File: src/pkg/power_sequencer_consts.svh
`ifndef POWER_SEQUENCER_CONSTS_SVH
`define POWER_SEQUENCER_CONSTS_SVH
`define EN_CLEAR_DELAY 3
`define STEP_COUNT 6
`define STEP_CYCLES 4
`define HW_TRIG_LSB 7
`define HW_TRIG_MSB 11
`define HW_TRIG_W 5
`define STATE_W 3
`define STATE_IDLE 3'h0
`define STATE_START 3'h1
`define STATE_STEP 3'h2
`define STATE_GATE 3'h3
`define STATE_DONE 3'h4
`endif

File: src/pkg/power_sequencer_pkg.sv
package power_sequencer_pkg;
  typedef enum {SQ_IDLE, SQ_START, SQ_STEP, SQ_GATE, SQ_DONE} seq_state_t;
  typedef enum logic {SEQ_A = 1'b0, SEQ_B = 1'b1} seq_kind_t;
endpackage

File: src/pkg/gating_if.sv
`timescale 1ns/1ns
`default_nettype none
interface gating_if;
  logic start;
  logic busy;
  logic done;
  modport ctrl (output start, input busy, input done);
  modport gate (input start, output busy, output done);
endinterface
`default_nettype wire

File: src/core/gating_controller.sv
`timescale 1ns/1ns
`default_nettype none
// waits for components with no time-out by design
module gating_controller (
  input wire logic ref_clk,
  input wire logic rst,
  input wire logic components_ready,
  gating_if.gate gif
);
  logic busy_q, busy_d;
  logic done_q, done_d;
  always_comb begin
    busy_d = busy_q;
    done_d = 1'b0;
    if (!busy_q && gif.start) begin
      busy_d = 1'b1;
    end else if (busy_q && components_ready) begin
      busy_d = 1'b0;
      done_d = 1'b1;
    end
  end
  always_ff @(posedge ref_clk or posedge rst) begin
    if (rst) begin
      busy_q <= 1'b0;
      done_q <= 1'b0;
    end else begin
      busy_q <= busy_d;
      done_q <= done_d;
    end
  end
  assign gif.busy = busy_q;
  assign gif.done = done_q;
endmodule
`default_nettype wire

File: src/core/power_transition_sequencer.sv
`timescale 1ns/1ns
`default_nettype none
`include "power_sequencer_consts.svh"
module power_transition_sequencer (
  input wire logic ref_clk,
  input wire logic rst,
  input wire logic set_a_enable,
  input wire logic set_b_enable,
  input wire logic set_a_trigger,
  input wire logic b_sequence_trigger,
  input wire logic [`HW_TRIG_W-1:0] b_hw_trigger_enable,
  input wire logic [`HW_TRIG_W-1:0] b_hw_trigger_src,
  input wire logic gating_bypass,
  input wire logic [`STEP_COUNT-1:0] step_copy_enable,
  input wire logic components_ready,
  output logic a_sequence_enable,
  output logic b_sequence_enable,
  output logic [`STATE_W-1:0] sequencer_state,
  output logic last_sequence_flag,
  output logic gating_status,
  output logic [`STEP_COUNT-1:0] step_apply
);
  import power_sequencer_pkg::*;
  gating_if gif ();
  gating_controller u_gate (
    .ref_clk(ref_clk),
    .rst(rst),
    .components_ready(components_ready),
    .gif(gif)
  );
  logic [`HW_TRIG_W-1:0] hw_s1_q, hw_s2_q;
  always_ff @(posedge ref_clk or posedge rst) begin
    if (rst) begin
      hw_s1_q <= '0;
      hw_s2_q <= '0;
    end else begin
      hw_s1_q <= b_hw_trigger_src;
      hw_s2_q <= hw_s1_q;
    end
  end
  seq_state_t st_q, st_d;
  seq_kind_t kind_q, kind_d;
  logic a_en_q, a_en_d, b_en_q, b_en_d;
  logic a_done_q, a_done_d;  // interlock: A finished since last B
  logic last_q, last_d;
  logic [1:0] clr_cnt_q, clr_cnt_d;
  logic [2:0] step_q, step_d;
  logic [1:0] dwell_q, dwell_d;
  logic [`STEP_COUNT-1:0] apply_q, apply_d;
  logic gate_start;
  logic [`STATE_W-1:0] state_code_q, state_code_d;
  logic hw_b;
  logic start_a, start_b;
  assign hw_b = |(hw_s2_q & b_hw_trigger_enable);
  // triggers only count with the enable already set, so a same-write pair
  // cannot start anything
  assign start_a = set_a_trigger && a_en_q;
  assign start_b = (b_sequence_trigger || hw_b) && b_en_q && a_done_q;
  always_comb begin
    st_d = st_q;
    kind_d = kind_q;
    a_en_d = a_en_q || set_a_enable;
    b_en_d = b_en_q || set_b_enable;
    a_done_d = a_done_q;
    last_d = last_q;
    clr_cnt_d = clr_cnt_q;
    step_d = step_q;
    dwell_d = dwell_q;
    apply_d = '0;
    gate_start = 1'b0;
    case (st_q)
      SQ_IDLE: begin
        if (start_a) begin
          st_d = SQ_START;
          kind_d = SEQ_A;
          clr_cnt_d = 2'd1;
        end else if (start_b) begin
          st_d = SQ_START;
          kind_d = SEQ_B;
          clr_cnt_d = 2'd1;
        end
      end
      SQ_START: begin
        if (clr_cnt_q == 2'(`EN_CLEAR_DELAY - 1)) begin
          if (kind_q == SEQ_A) begin
            a_en_d = 1'b0;
          end else begin
            b_en_d = 1'b0;
          end
          st_d = SQ_STEP;
          step_d = 3'd0;
          dwell_d = 2'd0;
        end else begin
          clr_cnt_d = clr_cnt_q + 2'd1;
        end
      end
      SQ_STEP: begin
        if (dwell_q == 2'(`STEP_CYCLES - 1)) begin
          dwell_d = 2'd0;
          if (kind_q == SEQ_B) begin
            apply_d[step_q] = step_copy_enable[step_q];
          end
          if (step_q == 3'(`STEP_COUNT - 1)) begin
            if (gating_bypass) begin
              st_d = SQ_DONE;
            end else begin
              gate_start = 1'b1;
              st_d = SQ_GATE;
            end
          end else begin
            step_d = step_q + 3'd1;
          end
        end else begin
          dwell_d = dwell_q + 2'd1;
        end
      end
      SQ_GATE: begin
        if (gif.done) begin
          st_d = SQ_DONE;
        end
      end
      SQ_DONE: begin
        st_d = SQ_IDLE;
        a_done_d = (kind_q == SEQ_A);
        last_d = (kind_q == SEQ_B);
      end
      default: st_d = SQ_IDLE;
    endcase
  end
  assign gif.start = gate_start;
  always_ff @(posedge ref_clk or posedge rst) begin
    if (rst) begin
      st_q <= SQ_IDLE;
      kind_q <= SEQ_A;
      a_en_q <= 1'b0;
      b_en_q <= 1'b0;
      a_done_q <= 1'b0;
      last_q <= 1'b0;
      clr_cnt_q <= 2'd0;
      step_q <= 3'd0;
      dwell_q <= 2'd0;
      apply_q <= '0;
      state_code_q <= `STATE_IDLE;
    end else begin
      st_q <= st_d;
      kind_q <= kind_d;
      a_en_q <= a_en_d;
      b_en_q <= b_en_d;
      a_done_q <= a_done_d;
      last_q <= last_d;
      clr_cnt_q <= clr_cnt_d;
      step_q <= step_d;
      dwell_q <= dwell_d;
      apply_q <= apply_d;
      state_code_q <= state_code_d;
    end
  end
  always_comb begin
    case (st_d)
      SQ_IDLE: state_code_d = `STATE_IDLE;
      SQ_START: state_code_d = `STATE_START;
      SQ_STEP: state_code_d = `STATE_STEP;
      SQ_GATE: state_code_d = `STATE_GATE;
      SQ_DONE: state_code_d = `STATE_DONE;
      default: state_code_d = `STATE_IDLE;
    endcase
  end
  // state field comes from its own flop so software never reads a decode
  assign sequencer_state = state_code_q;
  assign a_sequence_enable = a_en_q;
  assign b_sequence_enable = b_en_q;
  assign last_sequence_flag = last_q;
  assign gating_status = gif.busy;
  assign step_apply = apply_q;
endmodule
`default_nettype wire

File: config.mk
export PLATFORM = sky130hd
export DESIGN_NAME = power_transition_sequencer
export DESIGN_NICKNAME = d
export VERILOG_FILES = /design/src/pkg/power_sequencer_pkg.sv /design/src/pkg/gating_if.sv /design/src/core/gating_controller.sv /design/src/core/power_transition_sequencer.sv
export VERILOG_INCLUDE_DIRS = /design/src /design/src/pkg
export SDC_FILE = /design/constraint.sdc
export NUM_CORES = 1
export LEC_CHECK = 0
export BUFFER_PORTS_ARGS = -buffer_cell sky130_fd_sc_hd__buf_4
export CORE_ASPECT_RATIO = 0.9
export CORE_MARGIN = 3
export CORE_UTILIZATION = 30
export CTS_CLUSTER_DIAMETER = 40
export DETAILED_ROUTE_END_ITERATION = 12
export GPL_ROUTABILITY_DRIVEN = 1
export PLACE_DENSITY = 0.52
export SETUP_SLACK_MARGIN = 0.15
export SKIP_CTS_REPAIR_TIMING = 1
export SYNTH_ARGS = -nofsm -noshare
export SYNTH_HDL_FRONTEND = slang
export SYNTH_SLANG_ARGS = --single-unit
File: constraint.sdc
create_clock -name ref_clk -period 2.65 [get_ports ref_clk]
set_clock_uncertainty 0.15 [all_clocks]
set_input_delay 0.1325 -clock ref_clk [delete_from_list [all_inputs] [get_ports ref_clk]]
set_output_delay 0.1325 -clock ref_clk [all_outputs]
set_load 0.01 [all_outputs]
==> metrics.txt, run 1 <==
final setup vio count 0; crit path kind flip-flop to flip-flop; antenna violations before repair 0; Max Fclk 0.510 GHz; Hold Crit Depth 4; maximum fanout along the worst path 10; critical path capture point type flip-flop; GP Congestion 0.801; Setup TNS Final 0 ns; clock share of power 42.9%; vias 1645; FF-to-FF setup slack 0.69 ns; core area 7770 µm²; Mapped Area 2460 µm²; critical path cell sequence nor4_4, nand4_4, nor3_2, mux2_2; CTS tree yes; post-synthesis sequential area ratio 66.1%; status finished clean; DR WL/cell 13.2 µm; Post-Syn Area per Cell 14.1 µm²; P_int 1.51 mW; placed cell area 2960 µm²; cell family with most CP delay simple AND/OR/NAND/NOR gates; Hold/Removal Path Class primary input to flip-flop; I/O Buffers 36; Reg-to-Reg Start st_q[26]$_DFF_PP0_; DRC violations left 0; vias in the first global route 1632; Ys Warns 0; RSZ-0062 raised after global routing no; Switching Power 0.467 mW; number of cell rows 30; H-tree depth 3; Slew @ Worst Pin 0.613 ns; Layout Cell Area excl Fill 3310 µm²; CP arrival 2.04 ns; crit-path max cell delay 0.40 ns; Synth cell types 46; critical path's slowest cell dfrtp_1; Yosys top cell area share 66.1%; Die X 101 µm; first-pass GRT wire length 8200 µm; share of cells above drive strength 1 27.4%; # diodes 0; DR vias/cell 4.49; Hold Path Sink u_gate.gif.busy$_DFFE_PP0P_; DR pass1 iterations 4; Worst R2R Path Depth 4; clock latency on the worst-skew pair 0.35 ns; total die area 9320 µm²; Synth async-reset ratio 100%; Tot GR Track Use 11.6%; Power Dens Cells 598 nW/µm²; CTS Root Cell clkbuf_8; maximum VDD drop 0.321 mV; Comb power frac 4.4%; Pleak 1.47 nW; cell count after synthesis 175; largest net degree at the start of global routing 30; synthesized flop and latch total 65; Die Span Y 91.9 µm; IO Pins 37; CTS sink count 65; Clk pin slew, worst setup/hold paths 0.08 ns; First DRT Iteration DRCs 55; crit path time final 1.96 ns; Main synth FF type dfrtp_1; reg-to-reg endpoint last_sequence_flag$_DFFE_PP0N_; NumNets Final 293; CTS max path bufs 2; Worst slew margin 59.1%; CP Launch Type flip-flop; Initial Util 31.7%; Max-Cap Viols 0; Seq pwr share 52.6%; critical path buffer and inverter count 0; Final Cycle Share 74.1%; hold wc startpoint gating_bypass; HPWL Detailed 3370 µm; total CTS buffers 9; largest area contributor in the netlist dfrtp_1; Post-synth EDFFs 0; post-route ant nets 0; final hold vios 0; sw frac 23.6%; area delta synth->final 34.5%; fill count 729; remaining global-route overflow 0; critical path required time 2.73 ns; WL final 4810 µm; Area contributors post-synth dfrtp_1, nor4_4, nand4_1, ha_1, mux2_2; final number of max-transition violations 0
-- state kept, by name, summed over array words and instances (netlist names), 2 cells and up --
register and flops:
dwell_q 2, sequencer_state 3, st_q 32, hw_s2_q 5, step_q 3, hw_s1_q 5, step_apply 6, clr_cnt_q 2
-- cells in the mapped netlist, types with 2 or more instances --
master,n
nand2_1,10
and3b_1,2
nand4_1,9
o21ai_0,2
ha_1,4
nor3_1,8
a21oi_1,6
a22oi_1,2
a221oi_1,2
inv_1,6
nand3_1,4
nor3_2,2
mux2_2,4
o31ai_1,3
nor2_1,9
nor4_1,2
dfrtp_1,65
nor4_4,6
mux2i_1,2
-- cells in the final DEF, fill, tap and decap left out, types with 3 or more instances in the layout --
master	count
ha_1	4
buf_4	38
nor3_1	8
mux2_2	4
nand2_1	10
clkbuf_8	9
a21oi_1	6
o31ai_1	3
conb_1	29
nand3_1	4
nor2_1	9
nand4_1	9
inv_1	5
dlygate4sd3_1	15
dfrtp_1	65
clkinvlp_4	3
nor4_4	6
-- cell families after synthesis --
group	after synthesis	share of synthesized area (%)
AO/OA/AOI/OAI	27	8.34
AND/OR/NAND/NOR	64	19.2
other	1	0.152
multiplexers	6	2.64
flip-flops	65	66.1
buffers and inverters	8	1.53
adder cells (fa/ha/maj)	4	2.03
-- power groups by stage --
stage	Sequential, mW	Clock, mW	Combinational, mW
floorplan	1.06	0	0.0323
global placement	1.06	0	0.0705
detailed placement	1.06	0	0.0708
CTS	1.04	0.886	0.0710
global route	1.04	0.928	0.100
finish	1.04	0.849	0.0874
-- metal layers --
layer | vias up | wire length, µm | global-route usage (%)
li1 | 804 | - | -
met1 | 773 | 2400 | 16.5
met2 | 58 | 1960 | 15.1
met3 | 10 | 360 | 4.56
met4 | 0 | 96 | 5.65
met5 | - | 0 | 0
-- worst reg2reg max path, delay by kind of cell (launching register included) --
kind,cells,cell delay (ns)
flip-flops,1,0.40
multiplexers,1,0.37
AND/OR/NAND/NOR,3,0.93
-- how the worst max path moves through the flow --
stage,depth (start not counted),slack [ns],end,from
final,4,0.69,last_sequence_flag$_DFFE_PP0N_,st_q[26]$_DFF_PP0_
after global routing,6,0.53,sequencer_state[0]$_DFF_PP0_,step_q[1]$_DFFE_PP0P_
after CTS,4,0.67,last_sequence_flag$_DFFE_PP0N_,st_q[26]$_DFF_PP0_
after detailed placement,4,0.69,last_sequence_flag$_DFFE_PP0N_,st_q[26]$_DFF_PP0_
after global placement,4,0.71,last_sequence_flag$_DFFE_PP0N_,st_q[26]$_DFF_PP0_
after floorplan,1,0.74,a_done_q$_DFFE_PP0N_,rst
-- stage by stage --
| step | cells | power, mW | util, % | setup slack (ns) | hold WS (ns) |
|---|---|---|---|---|---|
| final | 366 | 1.98 | 42.6 | 0.687 | 0.00375 |
| after global routing | 366 | 2.07 | 42.6 | 0.525 | 0.00550 |
| after CTS | 351 | 2.00 | 40.6 | 0.665 | -0.286 |
| after detailed placement | 335 | 1.13 | 38.0 | 0.690 | 0.0931 |
| after global placement | 335 | 1.13 | 38.0 | 0.707 | 0.0916 |
| after floorplan | 203 | 1.09 | - | 0.741 | 0.0139 |
-- cell type report --
class | instances | area (µm²) | share of cell area (%)
clock buffers | 9 | 124 | 3.74
multi-input cells | 130 | 901 | 27.2
repair buffers | 53 | 435 | 13.2
well taps | 96 | 120 | 3.63
flip-flops and latches | 65 | 1630 | 49.2
inverters | 6 | 22.5 | 0.681
clock inverters | 7 | 78.8 | 2.38
Note: power is estimated with default switching activity, not from simulation.
==> run 2, diff against run 1 <==
--- a/config.mk
+++ b/config.mk
@@ -6,6 +6,7 @@
 export SDC_FILE = /design/constraint.sdc
 export NUM_CORES = 1
 export LEC_CHECK = 0
+export ABC_AREA = 1
 export BUFFER_PORTS_ARGS = -buffer_cell sky130_fd_sc_hd__buf_4
 export CORE_ASPECT_RATIO = 0.9
 export CORE_MARGIN = 3
==> constraint.sdc (replaced) <==
create_clock -name ref_clk -period 1.98 [get_ports ref_clk]
set_clock_uncertainty 0.15 [all_clocks]
set_input_delay 0.099 -clock ref_clk [delete_from_list [all_inputs] [get_ports ref_clk]]
set_output_delay 0.099 -clock ref_clk [all_outputs]
set_load 0.01 [all_outputs]
==> run 2 against run 1 <==
  * Sequential cell count unchanged
  * Combinational power up 49%
  * Power up 26%
  * Die area up 3.0%
  * Fmax up 17%
  * Setup slack worse by 0.39 ns
  * Highest routed layer unchanged
  * Sequential share of layout area down 2.1 points
==> metrics.txt, run 2 <==
crit path time final 1.68 ns; Post-synth EDFFs 0; Power Dens Cells 719 nW/µm²; fill count 822; Mapped Area 2540 µm²; critical path cell sequence nor2_1, nand4_1, nor2_4, buf_4, nand2_1, nand2_1, nand2_1, nand2_1, nand2_1; Reg-to-Reg Start st_q[24]$_DFF_PP0_; GP Congestion 0.813; total die area 9610 µm²; HPWL Detailed 3110 µm; Hold/Removal Path Class primary input to flip-flop; met3 Track Usage GR 4.18%; setup ws final 0.297 ns; most frequent cell after synthesis dfrtp_1; Main synth FF type dfrtp_1; Post-Syn Area per Cell 9.92 µm²; remaining global-route overflow 0; core area 8150 µm²; crit path kind flip-flop to flip-flop; First DRT Iteration DRCs 45; WL final 4630 µm; final setup vio count 0; Critical Path Start st_q[24]$_DFF_PP0_; reg-to-reg endpoint clr_cnt_q[1]$_DFFE_PP0P_; met1 track demand over resource 13.7%; grt peak-use layer met2; share of cells above drive strength 1 24.0%; largest area contributor in the netlist dfrtp_1; critical path capture point type flip-flop; cell family with most CP delay simple AND/OR/NAND/NOR gates; # diodes 0; H-tree depth 3; Layout Cell Area excl Fill 3460 µm²; met2 Use GR 14.3%; post-route ant nets 0; Area contributors post-synth dfrtp_1, nand2_1, nor2_1, inv_1, nand3_1; Synth cell types 26; antenna violations before repair 0; clock latency on the worst-skew pair 0.34 ns; Clk pin slew, worst setup/hold paths 0.07 ns; NumNets Final 382; final hold vios 0; Max Fclk 0.594 GHz; max FFs per register 32; I/O Buffers 36; critical path required time 2.06 ns; critical path's slowest cell dfrtp_1; Max-Cap Viols 0; DRC violations left 0; CP Launch Type flip-flop; Post-Layout Cell Count 458; CP arrival 1.77 ns; Most Frequent Cell on Critical Path nand2_1; pre-CTS worst setup slack 0.189 ns; Worst R2R Path Depth 9; RSZ-0062 raised after global routing yes; vias in the first global route 1614; placed cell area 3060 µm²; FF-to-FF setup slack 0.30 ns; highest-count cells in the layout ignoring fill and taps dfrtp_1, nand2_1, buf_4, nor2_1, inv_1; Die Span Y 93.3 µm; Tot GR Track Use 10.5%; DR vias/cell 3.98; status finished clean; largest net degree at the start of global routing 66; total CTS buffers 9; IO Pins 37; Ys Warns 0; Die X 103 µm; cell count after synthesis 256; CTS Root Cell clkbuf_8; most common cell after layout, fill and taps aside dfrtp_1; crit-path max cell delay 0.36 ns; Setup TNS Final 0 ns; CTS sink count 65; Biggest register st_q; Synth async-reset ratio 100%; synth cell count leaders dfrtp_1, nand2_1, nor2_1, inv_1, nand3_1; maximum fanout along the worst path 6; final number of max-transition violations 0; CTS max path bufs 2; area delta synth->final 36.1%; synthesized flop and latch total 65; crit path capture clr_cnt_q[1]$_DFFE_PP0P_; Initial Util 31.2%; critical path buffer and inverter count 1; Yosys top cell area share 64.0%; vias 1822; DR pass1 iterations 4; DR WL/cell 10.1 µm; first-pass GRT wire length 7380 µm; number of cell rows 31; # placed instances 420; CTS tree yes; maximum VDD drop 0.238 mV; Pleak 1.78 nW; Critical Path Stages 9; post-synthesis sequential area ratio 64.0%; Final Cycle Share 85.0%
[run 2: routing by layer]
layer | wire length (µm) | share of wire (%)
met1 | 2240 | 48
met2 | 2010 | 43
met3 | 260 | 5.6
met4 | 114 | 2.5
met5 | 0 | 0
[run 2: layout make-up]
type | count | area [µm²] | share of cell area [%]
Sequential cell | 65 | 1630 | 47.1
Multi-Input combinational cell | 182 | 897 | 26.0
Timing Repair Buffer | 59 | 490 | 14.2
Inverter | 37 | 145 | 4.20
Clock buffer | 11 | 141 | 4.09
Tap cell | 99 | 124 | 3.58
Clock inverter | 5 | 31.3 | 0.905
[run 2: power by group]
| part | leakage, nW | internal, mW | total [mW] | switching, mW |
|---|---|---|---|---|
| clock | 0.0891 | 0.483 | 0.973 | 0.489 |
| combinational | 0.885 | 0.0657 | 0.130 | 0.0639 |
| sequential | 0.807 | 1.37 | 1.38 | 0.0117 |
| total | 1.78 | 1.92 | 2.48 | 0.565 |
[run 2: cell families (layout without fill, tap and decap cells)]
| logic type | after synthesis | in the layout | synth area share, % |
|---|---|---|---|
| DFF | 65 | 65 | 64.0 |
| adders and majority gates | 4 | 4 | 1.97 |
| xor gates and xnor gates | 1 | 1 | 0.345 |
| buffers and inverters | 38 | 112 | 5.91 |
| and+or+nand+nor | 133 | 134 | 24.3 |
| other | 1 | 29 | 0.148 |
| AOI/OAI and AO/OA | 14 | 14 | 3.25 |
[run 2: worst min path at each step]
stage | start | end | slack, ns | cells past startpoint
after floorplan | b_hw_trigger_src[0] | hw_s1_q[0]$_DFF_PP0_ | -0.02 | 0
after global placement | b_hw_trigger_src[2] | hw_s1_q[2]$_DFF_PP0_ | 0.06 | 1
after detailed placement | b_hw_trigger_src[0] | hw_s1_q[0]$_DFF_PP0_ | 0.06 | 1
after CTS | rst | step_q[0]$_DFFE_PP0P_ | -0.31 | 3
after global routing | step_copy_enable[0] | step_apply[1]$_DFF_PP0_ | 0.04 | 5
final | step_copy_enable[0] | step_apply[1]$_DFF_PP0_ | 0.009 | 5
[run 2: worst register-to-register path: stages, from the launching register on]
cell and delay, ns:
dfrtp_1 0.36, nor2_1 0.11, nand4_1 0.18, nor2_4 0.23, buf_4 0.14, nand2_1 0.06
nand2_1 0.14, nand2_1 0.09, nand2_1 0.06, nand2_1 0.04
[run 2: metrics by stage]
stage	hold slack [ns]	utilization [%]	power [mW]
floorplan	-0.0196	-	1.46
global placement	0.0598	37.6	1.52
detailed placement	0.0614	37.6	1.52
CTS	-0.310	39.7	2.51
global route	0.0384	42.4	2.61
finish	0.00926	42.4	2.48
